`config.mk`:
```
export PLATFORM = sky130hd
export DESIGN_NAME = port_vc_remap_line_monitor
export DESIGN_NICKNAME = d
export VERILOG_FILES = /design/src/port_remap_pkg.sv /design/src/tag_fifo.sv /design/src/port_vc_remap_line_monitor.sv
export SDC_FILE = /design/constraint.sdc
export NUM_CORES = 1
export LEC_CHECK = 0
export ABC_CLOCK_PERIOD_IN_PS = 9500
export BUFFER_PORTS_ARGS = -buffer_cell sky130_fd_sc_hd__buf_2
export CAP_MARGIN = 20
export CORE_MARGIN = 2
export CORE_UTILIZATION = 55
export CTS_BUF_LIST = sky130_fd_sc_hd__clkbuf_8
export CTS_CLUSTER_DIAMETER = 60
export DETAILED_ROUTE_END_ITERATION = 8
export HOLD_SLACK_MARGIN = 0.05
export PLACE_DENSITY = 0.8
export SYNTH_ARGS = -nofsm -noshare
export SYNTH_HDL_FRONTEND = slang
export SYNTH_SLANG_ARGS = --single-unit
```
`constraint.sdc`:
```
create_clock -name i_ref_clk -period 9.5 [get_ports i_ref_clk]
set_input_delay 1.9 -clock i_ref_clk [delete_from_list [all_inputs] [get_ports i_ref_clk]]
set_output_delay 1.9 -clock i_ref_clk [all_outputs]
set_load 0.01 [all_outputs]
```
`src/port_remap_pkg.sv`:
```
// Shared constants for the per-port channel tagging and line monitor block.
package port_remap_pkg;

   // ------------------------------------------------------------
   // Register offsets
   // ------------------------------------------------------------
   localparam logic [7:0] OFS_PORT_SELECT = 8'h4c;
   localparam logic [7:0] OFS_TWELVE_BIT_RAW_INPUT_CHANNEL_TYPE = 8'h71;
   localparam logic [7:0] OFS_CHANNEL_REMAP = 8'h72;
   localparam logic [7:0] OFS_FRAME_LINES_HIGH = 8'h73;
   localparam logic [7:0] OFS_FRAME_LINES_LOW = 8'h74;
   localparam logic [7:0] OFS_LINE_LENGTH_HIGH = 8'h75;
   localparam logic [7:0] OFS_LINE_LENGTH_LOW = 8'h76;

   // ------------------------------------------------------------
   // Field positions and reset values
   // ------------------------------------------------------------
   localparam int RAW_CHAN_LSB = 6;
   localparam int RAW_TYPE_LSB = 0;
   localparam int PORT_SEL_BIT = 0;
   localparam logic [5:0] RAW_TYPE_RESET = 6'h2c;
   localparam logic [7:0] CHANNEL_REMAP_RESET = 8'he4;
   localparam logic [7:0] PORT_SELECT_RESET = 8'h00;
   localparam logic [15:0] STAT_RESET = 16'h0000;

   // ------------------------------------------------------------
   // Input mode encodings
   // ------------------------------------------------------------
   localparam logic [1:0] MODE_PACKET = 2'h0;
   localparam logic [1:0] MODE_TWELVE_BIT_RAW_INPUT_50 = 2'h1;
   localparam logic [1:0] MODE_TWELVE_BIT_RAW_INPUT_75 = 2'h2;
   localparam logic [1:0] MODE_TEN_BIT_RAW_INPUT_100 = 2'h3;

   // ------------------------------------------------------------
   // Buffer sizing
   // ------------------------------------------------------------
   localparam int FIFO_DEPTH = 16;

endpackage : port_remap_pkg

```
`src/tag_fifo.sv`:
```
// Parameterised FIFO with a registered output stage and registered input ready.
`timescale 1ns/1ps

module tag_fifo #(
   parameter int WIDTH = 8,
   parameter int DEPTH = 16
) (
   input wire logic i_ref_clk,
   input wire logic i_rstn,
   input wire logic i_in_valid,
   output logic o_in_ready,
   input wire logic [WIDTH-1:0] i_in_data,
   output logic o_out_valid,
   input wire logic i_out_ready,
   output logic [WIDTH-1:0] o_out_data
);

   localparam int AW = $clog2(DEPTH);

   // ------------------------------------------------------------
   // Elaboration check
   // ------------------------------------------------------------
   if (DEPTH < 2 || (1 << AW) != DEPTH || WIDTH < 1) begin : g_bad_param
      $error("tag_fifo: DEPTH must be a power of two of at least 2");
   end

   logic [WIDTH-1:0] mem_reg [DEPTH];
   logic [AW-1:0] wr_ptr_reg;
   logic [AW-1:0] rd_ptr_reg;
   logic [AW:0] count_reg;
   logic [AW:0] count_next;
   logic push;
   logic pop;

   // Push is gated by the registered ready; pop refills the output stage.
   assign push = i_in_valid && o_in_ready;
   assign pop = (count_reg != '0) && (!o_out_valid || i_out_ready);
   assign count_next = count_reg + {{AW{1'b0}}, push} - {{AW{1'b0}}, pop};

   // Storage writes need no reset.
   always_ff @(posedge i_ref_clk) begin
      if (push) begin
         mem_reg[wr_ptr_reg] <= i_in_data;
      end
   end

   // Pointers, occupancy, ready and the output stage.
   always_ff @(posedge i_ref_clk or negedge i_rstn) begin
      if (!i_rstn) begin
         wr_ptr_reg <= '0;
         rd_ptr_reg <= '0;
         count_reg <= '0;
         o_in_ready <= 1'b0;
         o_out_valid <= 1'b0;
         o_out_data <= '0;
      end else begin
         wr_ptr_reg <= wr_ptr_reg + AW'(push);
         rd_ptr_reg <= rd_ptr_reg + AW'(pop);
         count_reg <= count_next;
         o_in_ready <= (count_next != (AW+1)'(DEPTH));
         if (pop) begin
            o_out_valid <= 1'b1;
            o_out_data <= mem_reg[rd_ptr_reg];
         end else if (i_out_ready) begin
            o_out_valid <= 1'b0;
         end
      end
   end

endmodule : tag_fifo

```
`src/port_vc_remap_line_monitor.sv`:
```
// Per-port channel tagging, channel remapping and frame line statistics.
`timescale 1ns/1ps

// Notes on behaviour
// - Register accesses go to the copy of the port chosen by the port select register.
// - Twelve_bit_raw_input channel and type tagging applies only in twelve_bit_raw_input input modes.
// - Twelve_bit_raw_input channel field sits in bits 7:6 and tags twelve_bit_raw_input traffic.
// - Twelve_bit_raw_input channel field resets to the port's own number.
// - Twelve_bit_raw_input type field sits in bits 5:0, resets to 0x2c, tags twelve_bit_raw_input traffic.
// - Channel remapping applies only in packet input mode.
// - Each packet channel is replaced by the two-bit map field its value selects.
// - Remap register resets to 0xe4, an identity mapping.
// - Read-only line count, high and low bytes, of the latest frame.
// - With line count change enable set, the count freezes until software reads it.
// - Reading the line count high byte captures the matching low byte.
// - Read-only line length, high and low bytes, of the latest frame.
// - When line lengths vary, the last line of the frame is reported.
// - With line length change enable set, the length freezes until read.
// - Reading the line length high byte captures the matching low byte.
// - Input mode 00 packet, 01 twelve_bit_raw_input 50 MHz, 10 twelve_bit_raw_input 75 MHz, 11 ten_bit_raw_input.
module port_vc_remap_line_monitor
   import port_remap_pkg::*;
#(
   parameter int NUM_PORTS = 2,
   parameter int DATA_W = 16,
   parameter int DEPTH = FIFO_DEPTH
) (
   input wire logic i_ref_clk,
   input wire logic i_rstn,
   input wire logic [7:0] i_reg_addr,
   input wire logic i_reg_wr,
   input wire logic i_reg_rd,
   input wire logic [7:0] i_reg_wdata,
   output logic [7:0] o_reg_rdata,
   input wire logic [2*NUM_PORTS-1:0] i_port_input_mode,
   input wire logic [NUM_PORTS-1:0] i_frame_lines_change_irq_en,
   input wire logic [NUM_PORTS-1:0] i_line_length_change_irq_en,
   input wire logic i_in_valid,
   output logic o_in_ready,
   input wire logic i_in_port,
   input wire logic [1:0] i_in_vc,
   input wire logic [5:0] i_in_dt,
   input wire logic [DATA_W-1:0] i_in_data,
   input wire logic i_in_eol,
   input wire logic i_in_eof,
   output logic o_out_valid,
   input wire logic i_out_ready,
   output logic o_out_port,
   output logic [1:0] o_out_vc,
   output logic [5:0] o_out_dt,
   output logic [DATA_W-1:0] o_out_data
);

   localparam int WORD_W = 1 + 2 + 6 + DATA_W;

   // ------------------------------------------------------------
   // Elaboration check
   // ------------------------------------------------------------
   if (NUM_PORTS < 1 || NUM_PORTS > 2 || DATA_W < 1) begin : g_bad_param
      $error("port_vc_remap_line_monitor: NUM_PORTS must be 1 or 2");
   end

   // ------------------------------------------------------------
   // State
   // ------------------------------------------------------------
   logic [7:0] port_select_reg;
   logic [7:0] raw_id_reg [NUM_PORTS];
   logic [7:0] remap_reg [NUM_PORTS];
   logic [15:0] lines_rep_reg [NUM_PORTS];
   logic [15:0] len_rep_reg [NUM_PORTS];
   logic [7:0] lines_low_reg [NUM_PORTS];
   logic [7:0] len_low_reg [NUM_PORTS];
   logic [NUM_PORTS-1:0] lines_hold_reg;
   logic [NUM_PORTS-1:0] len_hold_reg;
   logic [15:0] line_cnt_reg [NUM_PORTS];
   logic [15:0] len_cnt_reg [NUM_PORTS];

   // ------------------------------------------------------------
   // Register decode
   // ------------------------------------------------------------
   // The select bit picks which port's copy is seen by software.
   wire sel = port_select_reg[PORT_SEL_BIT];
   wire wr_raw = i_reg_wr && (i_reg_addr == OFS_TWELVE_BIT_RAW_INPUT_CHANNEL_TYPE);
   wire wr_remap = i_reg_wr && (i_reg_addr == OFS_CHANNEL_REMAP);
   wire wr_select = i_reg_wr && (i_reg_addr == OFS_PORT_SELECT);
   wire rd_lines_hi = i_reg_rd && (i_reg_addr == OFS_FRAME_LINES_HIGH);
   wire rd_len_hi = i_reg_rd && (i_reg_addr == OFS_LINE_LENGTH_HIGH);

   // Read mux; unmapped addresses read as zero.
   logic [7:0] rd_mux;
   always_comb begin
      case (i_reg_addr)
         OFS_PORT_SELECT: rd_mux = port_select_reg;
         OFS_TWELVE_BIT_RAW_INPUT_CHANNEL_TYPE: rd_mux = raw_id_reg[sel];
         OFS_CHANNEL_REMAP: rd_mux = remap_reg[sel];
         OFS_FRAME_LINES_HIGH: rd_mux = lines_rep_reg[sel][15:8];
         OFS_FRAME_LINES_LOW: rd_mux = lines_low_reg[sel];
         OFS_LINE_LENGTH_HIGH: rd_mux = len_rep_reg[sel][15:8];
         OFS_LINE_LENGTH_LOW: rd_mux = len_low_reg[sel];
         default: rd_mux = 8'h00;
      endcase
   end

   // ------------------------------------------------------------
   // Data path tagging
   // ------------------------------------------------------------
   // Decode the mode of the beat's port and pick the channel and type.
   wire [1:0] in_mode = i_port_input_mode[2*i_in_port +: 2];
   wire is_packet = (in_mode == MODE_PACKET);
   wire is_twelve_bit_raw_input = (in_mode == MODE_TWELVE_BIT_RAW_INPUT_50) || (in_mode == MODE_TWELVE_BIT_RAW_INPUT_75);
   wire [7:0] in_raw_id = raw_id_reg[i_in_port];
   wire [1:0] remapped_vc = remap_reg[i_in_port][2*i_in_vc +: 2];
   wire [1:0] tag_vc = is_packet ? remapped_vc :
                       is_twelve_bit_raw_input ? in_raw_id[RAW_CHAN_LSB +: 2] : i_in_vc;
   wire [5:0] tag_dt = is_twelve_bit_raw_input ? in_raw_id[RAW_TYPE_LSB +: 6] : i_in_dt;
   wire in_fire = i_in_valid && o_in_ready;
   wire frame_done = in_fire && i_in_eol && i_in_eof;

   logic [WORD_W-1:0] fifo_out;

   tag_fifo #(
      .WIDTH(WORD_W),
      .DEPTH(DEPTH)
   ) tag_fifo_inst (
      .i_ref_clk(i_ref_clk),
      .i_rstn(i_rstn),
      .i_in_valid(i_in_valid),
      .o_in_ready(o_in_ready),
      .i_in_data({i_in_port, tag_vc, tag_dt, i_in_data}),
      .o_out_valid(o_out_valid),
      .i_out_ready(i_out_ready),
      .o_out_data(fifo_out)
   );

   // Unpack the registered FIFO output word.
   assign o_out_port = fifo_out[WORD_W-1];
   assign o_out_vc = fifo_out[WORD_W-2 -: 2];
   assign o_out_dt = fifo_out[WORD_W-4 -: 6];
   assign o_out_data = fifo_out[DATA_W-1:0];

   // ------------------------------------------------------------
   // Port select and read data
   // ------------------------------------------------------------
   // Port select register and the registered read answer.
   always_ff @(posedge i_ref_clk or negedge i_rstn) begin
      if (!i_rstn) begin
         port_select_reg <= PORT_SELECT_RESET;
         o_reg_rdata <= 8'h00;
      end else begin
         if (wr_select) begin
            port_select_reg <= i_reg_wdata;
         end
         if (i_reg_rd) begin
            o_reg_rdata <= rd_mux;
         end
      end
   end

   // ------------------------------------------------------------
   // Per-port configuration and statistics
   // ------------------------------------------------------------
   // Each port keeps its own settings, counters and frozen report.
   always_ff @(posedge i_ref_clk or negedge i_rstn) begin
      if (!i_rstn) begin
         for (int p = 0; p < NUM_PORTS; p++) begin
            raw_id_reg[p] <= {p[1:0], RAW_TYPE_RESET};
            remap_reg[p] <= CHANNEL_REMAP_RESET;
            lines_rep_reg[p] <= STAT_RESET;
            len_rep_reg[p] <= STAT_RESET;
            lines_low_reg[p] <= 8'h00;
            len_low_reg[p] <= 8'h00;
            line_cnt_reg[p] <= STAT_RESET;
            len_cnt_reg[p] <= STAT_RESET;
         end
         lines_hold_reg <= '0;
         len_hold_reg <= '0;
      end else begin
         for (int p = 0; p < NUM_PORTS; p++) begin
            if (wr_raw && sel == p[0]) begin
               raw_id_reg[p] <= i_reg_wdata;
            end
            if (wr_remap && sel == p[0]) begin
               remap_reg[p] <= i_reg_wdata;
            end
            // The high-byte read captures the low byte of the same value.
            if (rd_lines_hi && sel == p[0]) begin
               lines_low_reg[p] <= lines_rep_reg[p][7:0];
            end
            if (rd_len_hi && sel == p[0]) begin
               len_low_reg[p] <= len_rep_reg[p][7:0];
            end
            // Running counters; the length stops one short of all ones so the reported length never wraps.
            if (in_fire && i_in_port == p[0]) begin
               if (i_in_eol) begin
                  len_cnt_reg[p] <= STAT_RESET;
                  line_cnt_reg[p] <= i_in_eof ? STAT_RESET : line_cnt_reg[p] + 16'h0001;
               end else if (len_cnt_reg[p] != 16'hfffe) begin
                  len_cnt_reg[p] <= len_cnt_reg[p] + 16'h0001;
               end
            end
            // Line count report; an update wins over a same-cycle read.
            if (frame_done && i_in_port == p[0] &&
                !(i_frame_lines_change_irq_en[p] && lines_hold_reg[p])) begin
               lines_rep_reg[p] <= line_cnt_reg[p] + 16'h0001;
               lines_hold_reg[p] <= i_frame_lines_change_irq_en[p];
            end else if ((rd_lines_hi && sel == p[0]) || !i_frame_lines_change_irq_en[p]) begin
               lines_hold_reg[p] <= 1'b0;
            end
            // Line length report: the length of the frame's final line.
            if (frame_done && i_in_port == p[0] &&
                !(i_line_length_change_irq_en[p] && len_hold_reg[p])) begin
               len_rep_reg[p] <= len_cnt_reg[p] + 16'h0001;
               len_hold_reg[p] <= i_line_length_change_irq_en[p];
            end else if ((rd_len_hi && sel == p[0]) || !i_line_length_change_irq_en[p]) begin
               len_hold_reg[p] <= 1'b0;
            end
         end
      end
   end

   // ------------------------------------------------------------
   // Assertions
   // ------------------------------------------------------------
   wire [15:0] in_lines = lines_rep_reg[i_in_port];
   wire [15:0] in_len = len_rep_reg[i_in_port];
   wire lines_frozen = i_frame_lines_change_irq_en[i_in_port] && lines_hold_reg[i_in_port];
   wire len_frozen = i_line_length_change_irq_en[i_in_port] && len_hold_reg[i_in_port];

   // A remap write lands in the selected port's copy.
   property p_select_route;
      @(posedge i_ref_clk) disable iff (!i_rstn)
      wr_remap |=> remap_reg[$past(sel)] == $past(i_reg_wdata);
   endproperty
   a_select_route: assert property (p_select_route) else $error("remap write missed the selected port");

   // Twelve_bit_raw_input beats carry the configured channel and type into the FIFO.
   property p_raw_tag;
      @(posedge i_ref_clk) disable iff (!i_rstn)
      (in_fire && is_twelve_bit_raw_input) |-> (tag_vc == raw_id_reg[i_in_port][7:6]) && (tag_dt == raw_id_reg[i_in_port][5:0]);
   endproperty
   a_raw_tag: assert property (p_raw_tag) else $error("twelve_bit_raw_input tag mismatch");

   // Outside twelve_bit_raw_input modes the type passes unchanged.
   property p_raw_only;
      @(posedge i_ref_clk) disable iff (!i_rstn)
      (in_fire && !is_twelve_bit_raw_input) |-> tag_dt == i_in_dt;
   endproperty
   a_raw_only: assert property (p_raw_only) else $error("type altered outside twelve_bit_raw_input");

   // Packet beats with an identity map keep their channel.
   property p_remap_identity;
      @(posedge i_ref_clk) disable iff (!i_rstn)
      (in_fire && is_packet && remap_reg[i_in_port] == CHANNEL_REMAP_RESET) |-> tag_vc == i_in_vc;
   endproperty
   a_remap_identity: assert property (p_remap_identity) else $error("identity remap changed channel");

   // Reading the twelve_bit_raw_input register returns the selected copy one cycle later.
   property p_readback;
      @(posedge i_ref_clk) disable iff (!i_rstn)
      (i_reg_rd && i_reg_addr == OFS_TWELVE_BIT_RAW_INPUT_CHANNEL_TYPE && !i_reg_wr) |=> o_reg_rdata == $past(raw_id_reg[sel]);
   endproperty
   a_readback: assert property (p_readback) else $error("twelve_bit_raw_input readback wrong");

   // A frame end without freezing reports the count of its lines.
   property p_lines_update;
      @(posedge i_ref_clk) disable iff (!i_rstn)
      (frame_done && !lines_frozen) |=> lines_rep_reg[$past(i_in_port)] == $past(line_cnt_reg[i_in_port]) + 16'h0001;
   endproperty
   a_lines_update: assert property (p_lines_update) else $error("line count not updated");

   // A frozen count stays put through a frame end; the port is taken from the frame's last beat.
   property p_lines_freeze;
      @(posedge i_ref_clk) disable iff (!i_rstn)
      (frame_done && lines_frozen) |=> (lines_rep_reg[$past(i_in_port)] == $past(in_lines)) &&
         (lines_hold_reg[$past(i_in_port)] || $past(rd_lines_hi && sel == i_in_port));
   endproperty
   a_lines_freeze: assert property (p_lines_freeze) else $error("frozen line count moved");

   // The high-byte read latches the matching low byte.
   property p_lines_latch;
      @(posedge i_ref_clk) disable iff (!i_rstn)
      rd_lines_hi |=> lines_low_reg[$past(sel)] == $past(lines_rep_reg[sel][7:0]);
   endproperty
   a_lines_latch: assert property (p_lines_latch) else $error("line count low byte not latched");

   // The reported length is that of the frame's last line.
   property p_len_last;
      @(posedge i_ref_clk) disable iff (!i_rstn)
      (frame_done && !len_frozen) |=> len_rep_reg[$past(i_in_port)] == $past(len_cnt_reg[i_in_port]) + 16'h0001;
   endproperty
   a_len_last: assert property (p_len_last) else $error("line length not of last line");

   // A frozen length stays put through a frame end.
   property p_len_freeze;
      @(posedge i_ref_clk) disable iff (!i_rstn)
      (frame_done && len_frozen) |=> len_rep_reg[$past(i_in_port)] == $past(in_len);
   endproperty
   a_len_freeze: assert property (p_len_freeze) else $error("frozen line length moved");

   // The length high-byte read latches the matching low byte.
   property p_len_latch;
      @(posedge i_ref_clk) disable iff (!i_rstn)
      rd_len_hi |=> len_low_reg[$past(sel)] == $past(len_rep_reg[sel][7:0]);
   endproperty
   a_len_latch: assert property (p_len_latch) else $error("line length low byte not latched");

   // Main scenarios.
   property p_cov_raw;
      @(posedge i_ref_clk) disable iff (!i_rstn)
      in_fire && is_twelve_bit_raw_input;
   endproperty
   c_cov_raw: cover property (p_cov_raw);

   property p_cov_remap;
      @(posedge i_ref_clk) disable iff (!i_rstn)
      in_fire && is_packet && tag_vc != i_in_vc;
   endproperty
   c_cov_remap: cover property (p_cov_remap);

   property p_cov_freeze;
      @(posedge i_ref_clk) disable iff (!i_rstn)
      frame_done && lines_frozen;
   endproperty
   c_cov_freeze: cover property (p_cov_freeze);

   property p_cov_full;
      @(posedge i_ref_clk) disable iff (!i_rstn)
      i_in_valid && !o_in_ready;
   endproperty
   c_cov_full: cover property (p_cov_full);

endmodule : port_vc_remap_line_monitor

```
Yosys cells after proc, flatten, opt, wreduce, memory -nomap -nowiden
Memory sizes are Yosys's and may differ from the RTL's. A register that Yosys moved wholly into a read port is not among the register bits.
Cells that the tools add are included.
{"block": "totals", "register_bits": 227, "latchBits": 0, "ramBits": 400, "romBits": 0, "mem_count": 1}
{"name": "tag_fifo_inst.mem_reg", "depth": 16, "width": 25, "rd": 1, "rd_clocked_by_memory_dff": 1, "write_ports": 1, "line_no": "tag_fifo.sv:27", "rtl": "logic [WIDTH-1:0] mem_reg [DEPTH];"}
{"block": "classes", "add_sub_neg": 8, "multipliers": 0, "n_div": 0, "magnitude_cmp": 2, "n_eq_ne": 12, "shifts": 2, "muxes": 46, "bitwise_logic": 4, "n_reduce_logical": 58}
{"cell": "two-way mux 16 bit", "n": 12}
{"cell": "two-way mux 8 bit", "n": 18}
{"cell": "adder 16 x 1 -> 16 bit (second input constant)", "n": 4}
{"cell": "== test 8 x 7 -> 1 bit (second input constant)", "n": 7}
{"cell": "case mux 8 bit (7 select lines)", "n": 1}
{"cell": "inequality test 16 bit (second input constant)", "n": 2}
{"cell": "logical AND 1 bit", "n": 29}
{"cell": "nonzero test 2 bit", "n": 7}
{"cell": "two-way mux 1 bit", "n": 12}
{"cell": "logical NOT 1 bit", "n": 10}
{"cell": "adder 4 x 1 -> 4 bit", "n": 2}
{"cell": "AND reduction 2 bit", "n": 4}
{"cell": "variable part select 8 x 4 -> 2 bit", "n": 1}
{"cell": "logical OR 1 bit", "n": 6}
{"cell": "two-way mux 6 bit", "n": 1}
{"cell": "adder 5 x 1 -> 5 bit", "n": 1}
{"cell": "inequality test 5 bit (second input constant)", "n": 1}
{"cell": "nonzero test 5 bit", "n": 1}
{"cell": "subtractor 5 x 1 -> 5 bit", "n": 1}
{"cell": ">= comparator 2 bit (second input constant)", "n": 2}
{"cell": "two-way mux 2 bit", "n": 2}
{"cell": "NOT 1 -> 2 bit", "n": 2}
{"cell": "variable part select 4 x 3 -> 2 bit", "n": 1}
{"cell": "== test 2 x 1 -> 1 bit (second input constant)", "n": 1}
{"cell": "other kinds (3)", "n": 4}

Longest topological paths before layout
{"block": "logic_depth", "word_depth": 6, "depth_mapped": 15}

By module
Synthesis repeated with hierarchy kept, for this count alone.
{"block": "unflattened", "cells_unflattened": 1871, "hier_area_um2": 27752.9}
{"mod": "tag_fifo", "n_inst": 1, "cells_per_inst": 828, "area_each_um2": 16877.4, "seq_area_each_um2": 13012.5}
{"mod": "port_vc_remap_line_monitor", "n_inst": 1, "cells_per_inst": 1043, "area_each_um2": 10875.4, "seq_area_each_um2": 5323.9}

Worst setup path before layout
Ideal clock, no wire load.
{"block": "synth_timing", "path_kind": "input-to-reg", "startpoint": "input port i_in_valid", "endpoint": "memory tag_fifo_inst.mem_reg[0][0] (netlist name), enable pin", "setup_time_ps": 438, "arrival_time_ps": 4088, "t_required_ps": 9062, "path_slack_ps": 4974, "path_stages": 3, "n_path_buf": 0, "path_cell_list": "nand2_1 or3_1 nor3_1"}
{"block": "synth_between", "elab_chain_len": 3}
{"item": "start: declaration", "line_no": "port_vc_remap_line_monitor.sv:38", "rtl": "input wire logic i_in_valid,"}
{"item": "logical AND 1 bit", "line_no": "tag_fifo.sv:36", "rtl": "assign push = i_in_valid && o_in_ready;"}
{"item": "two-way mux 1 bit", "line_no": "tag_fifo.sv:42", "rtl": "if (push) begin"}
{"item": "two-way mux 1 bit (implied by the code)", "line_no": "tag_fifo.sv:43", "rtl": "mem_reg[wr_ptr_reg] <= i_in_data;"}
{"item": "end: declaration", "line_no": "tag_fifo.sv:27"}
Every way passes these cells.

Final worst setup path
{"block": "layout_timing", "startpoint": "input port i_in_port", "endpoint": "memory tag_fifo_inst.mem_reg[5][23] (netlist name) (data pin)"}
{"block": "layout_between", "elab_chain_len": 6}
{"item": "start: declaration", "line_no": "port_vc_remap_line_monitor.sv:40", "rtl": "input wire logic i_in_port,"}
{"item": "NOT 1 -> 2 bit"}
{"item": "two-way mux 8 bit, on equally long branches (3 in a row)", "line_no": "port_vc_remap_line_monitor.sv:112, port_vc_remap_line_monitor.sv:111"}
{"item": "variable part select 8 x 4 -> 2 bit / two-way mux 2 bit (equally long branches)", "line_no": "port_vc_remap_line_monitor.sv:112, port_vc_remap_line_monitor.sv:114"}
{"item": "two-way mux 2 bit (*)", "line_no": "port_vc_remap_line_monitor.sv:113", "rtl": "wire [1:0] tag_vc = is_packet ? remapped_vc :"}
{"item": "named net tag_fifo_inst.i_in_data[23]", "line_no": "tag_fifo.sv:12", "rtl": "input wire logic [WIDTH-1:0] i_in_data,"}
Mark *: on every way through the listed nets, which the timed path passes. The rest lies on a longest branch. The select of a mux whose other input is x is not followed.

==> metrics list <==
- After floorplanning, the core was divided into 82 placement rows.
* Vias in the first global route: 16441
- Setup violations remaining at the end of the flow were counted as 0.
- In the global route stage, overall resource usage came out at 0.240.
- Clk slew on worst S/H paths: 60 ps
- Of the total power, the share spent switching nets is 0.294.
- The global routing stage identified its most utilized layer as met2.
- Asr flop ratio synth: 0.387
* Worst clock skew on the final layout: 49.7 ps
- Count of fill cells added during filler insertion: 3606
- Entering global routing, the biggest net connects 96 pins.
- Number of DRC violations after detailed routing: 0
- XOR/XNOR share of the synthesized area: 0.0197
- Core region area: 0.0499 mm2
* Fraction of power consumed by the clock network: 0.302
* Count of warnings emitted by yosys: 0
- Dividing the detail-routed wire length by the instance count gives 23.3 um.
* Overall Power: 7.53 mW
- Worst min-delay path class: reg -> reg
- Drt pass-1 iters: 5
* Buffers added on ports: 91
* Final-layout setup total negative slack: 0 ps
* CTS tree: built
- Power spread over the standard cell area amounts to 245 mW/mm2.
- M1 GR Usage: 0.318
- The run finished with clean final reports.
- In this run the count of I/O pins placed on the die edge is 92.
- The clock passes through at most 3 buffers.
- Setup repair after global routing left no endpoint under its margin.
* Number of buffers added for setup after CTS: 0
- Total clock sinks: 652
* Post-DP HPWL: 37100 um
- In the global route stage, met2 resource usage came out at 0.390.
* Max reg flops: 400
- Leading cell type in the layout, fill and taps excluded: edfxtp_1
- Based on the critical path, the design can be clocked at up to 250 MHz.
- Simple-Gate Fraction of Synth Area: 0.0575
* Fraction of layout instances using a drive strength above 1: 0.256
* Commonest cells after routing, fill and taps aside: edfxtp_1, dfrtp_1, o21ai_0
- The number of hold buffers added after CTS was 0.
* RePlAce Congestion: 0.902
- Layout area overhead: 11.5%
- Overflow left after global routing: 0
- Post-route ant nets: 0
- Die extent in x: 228 um
- Final Worst Setup Slack: 5500 ps
- Setup Crit Path Kind: in -> reg
* Gate power share: 0.218
- The final max-slew violation count was 0.
- Leading cell types by total area after synthesis: edfxtp_1, dfrtp_1, mux4_2
- Met3 global-route usage: 0.0526
- At the placement stage, the worst setup path has a slack of 4790 ps.
- Commonest register cell after synthesis: edfxtp_1
- The routed design could run at a clock period as short as 4000 ps.
* Headroom to the max-slew limit: 0.246
- Mean cell area of the mapped netlist: 15.6 um2
- H-tree depth: 3
- After clock tree synthesis, the repair step resized 0 gates.
* Total routed wirelength: 61400 um
- Reg power frac: 0.480
* Share of cell area taken by muxes after synthesis: 0.156
* First-pass GRT wire length: 95000 um
- Area of the mapped netlist: 0.0276 mm2
- At the worst endpoint, the arrival time is 4350 ps.
- Summed over all instances, the cell type with the most area after synthesis is edfxtp_1.
- Largest family of logic cells by synthesized area: multiplexers
- IR analysis of the VDD net gives a maximum drop of 0.175 mV.
- Gate Count Post-Synth: 1771
- Fin. Hold Viols: 0
- In the finished design, the share of the clock period the worst path needs comes to 0.421.
* Via/cell ratio: 6.11
- Total CTS buffers: 100
* Total die area: 0.0519 mm2
- Chip height: 228 um
- Starting utilization of the core area: 0.553
* Synthesized-area fraction occupied by ao, oa, aoi and oai cells: 0.0712
- In this run the power spent charging and discharging nets is 2.21 mW.
* Root buffer selected by CTS: clkbuf_8
- Cell variety after synth: 72
* Sequential share of the synthesized area: 0.665
* Adder-cell share of the synthesized area: 0.00844
- Clk Latency, worst-skew pair: 740 ps
* Detailed router's first-iteration violation count: 1731
- Max Cap Viol: 0
- For the pin with the worst max-slew slack, the measured transition is 1130 ps.
- The initial antenna violation count is 12.
- Net count after synthesis: 1846
- The net count of the finished layout is 1955.
- In this run the static leakage power is 11.6 nW.
- The worst setup path is launched from a primary input.
* Total cell area at the placement stage: 0.0286 mm2
- Layout Cell Area excl Fill: 0.0308 mm2
- Number of synthesized flops with an enable pin: 400
* Yosys reg bits: 652
* Internal power: 5.32 mW
- Summing over every cut layer, the via total after detailed routing is 16136.
* Required time of the critical path: 9860 ps
* Maximum fanout encountered on the critical timing path: 35
* Share of the synthesized area in the top cell type: 0.436
- Worst Setup End Kind: register
-- power by group through the flow --
stage | registers, mW | clock network, mW | logic, mW
6_report | 3.61 | 2.27 | 1.64
5_1_grt | 3.65 | 2.44 | 1.78
4_1_cts | 3.62 | 2.31 | 1.65
3_5_place_dp | 3.67 | 0 | 1.64
3_3_place_gp | 3.64 | 0 | 1.59
2_1_floorplan | 3.54 | 0 | 1.25
-- logic make-up (layout without fill, tap and decap cells) --
kind of cell / after synthesis / after routing
buffers and inverters: 132 / 327
xor gates and xnor gates: 62 / 62
DFF: 652 / 652
other: 0 / 3
and+or+nand+nor: 322 / 322
muxes: 270 / 270
adders and majority gates: 18 / 18
AOI/OAI and AO/OA: 315 / 315
-- per-layer routing --
layer	routed length, um	vias to the layer above
met4	1860	16
met3	4960	123
li1	-	7064
met1	24100	8221
met2	30500	712
met5	103	-
-- worst paths after layout --
| path | start | end | slack (ps) | depth (start not counted) |
|---|---|---|---|---|
| max in group asynchronous | i_rstn | raw_id_reg[5] | 7020 | 3 |
| hold / removal | tag_fifo_inst.o_out_data[21] | tag_fifo_inst.o_out_data[21] | 470 | 1 |
| setup / recovery | i_in_port | tag_fifo_inst.mem_reg[5][23] | 5500 | 8 |
| setup reg to reg | tag_fifo_inst.count_reg[2] | tag_fifo_inst.o_in_ready | 6210 | 15 |
| hold reg to reg | tag_fifo_inst.o_out_data[21] | tag_fifo_inst.o_out_data[21] | 470 | 1 |
| min in group asynchronous | i_rstn | len_cnt_reg[3] | 1220 | 1 |
-- cell usage after synthesis, types with 4 or more instances --
master	count
a211oi_1	7
a21o_1	29
a21oi_1	20
a22oi_1	7
a31oi_1	17
and3_1	16
and3b_1	4
and4_1	4
buf_1	9
buf_2	40
buf_4	9
buf_6	5
clkbuf_1	42
dfrtp_1	237
dfstp_2	15
edfxtp_1	400
ha_1	17
inv_1	24
mux2_2	81
mux2i_1	70
mux4_2	119
nand2_1	118
nand2b_1	16
nand3_1	40
nand4_1	11
nor2_1	66
nor2b_1	8
nor3_1	9
nor3_2	4
o211ai_1	10
o21ai_0	125
o21ai_1	5
o22ai_1	32
o2bb2ai_1	7
o31ai_1	34
o41ai_1	4
or3_1	4
xnor2_1	29
xor2_1	33
-- cell type report --
type	count	area [um2]	share of cell area
clock inverter	70	385	0.0125
tap	672	841	0.0273
clock buffer	118	1620	0.0528
timing repair buffer	114	723	0.0235
antenna	3	7.51	0.000244
multi-input combinational	987	8730	0.284
inverter	25	93.8	0.00305
sequential	652	18300	0.597
-- per-stage QoR --
stage	std cells	hold WS, ps	util
global route	2639	501	0.617
global placement	2441	453	0.573
finish	2641	470	0.617
detailed placement	2441	461	0.573
CTS	2629	474	0.614
floorplan	1771	442	-
-- critical path, cell delays in order --
cell	delay, ps
buf_2	80
buf_4	390
mux2i_1	170
ha_1	560
nor2b_1	240
a211o_1	120
o21ai_0	60
a21oi_1	800
(Power assumes the default switching activity.)
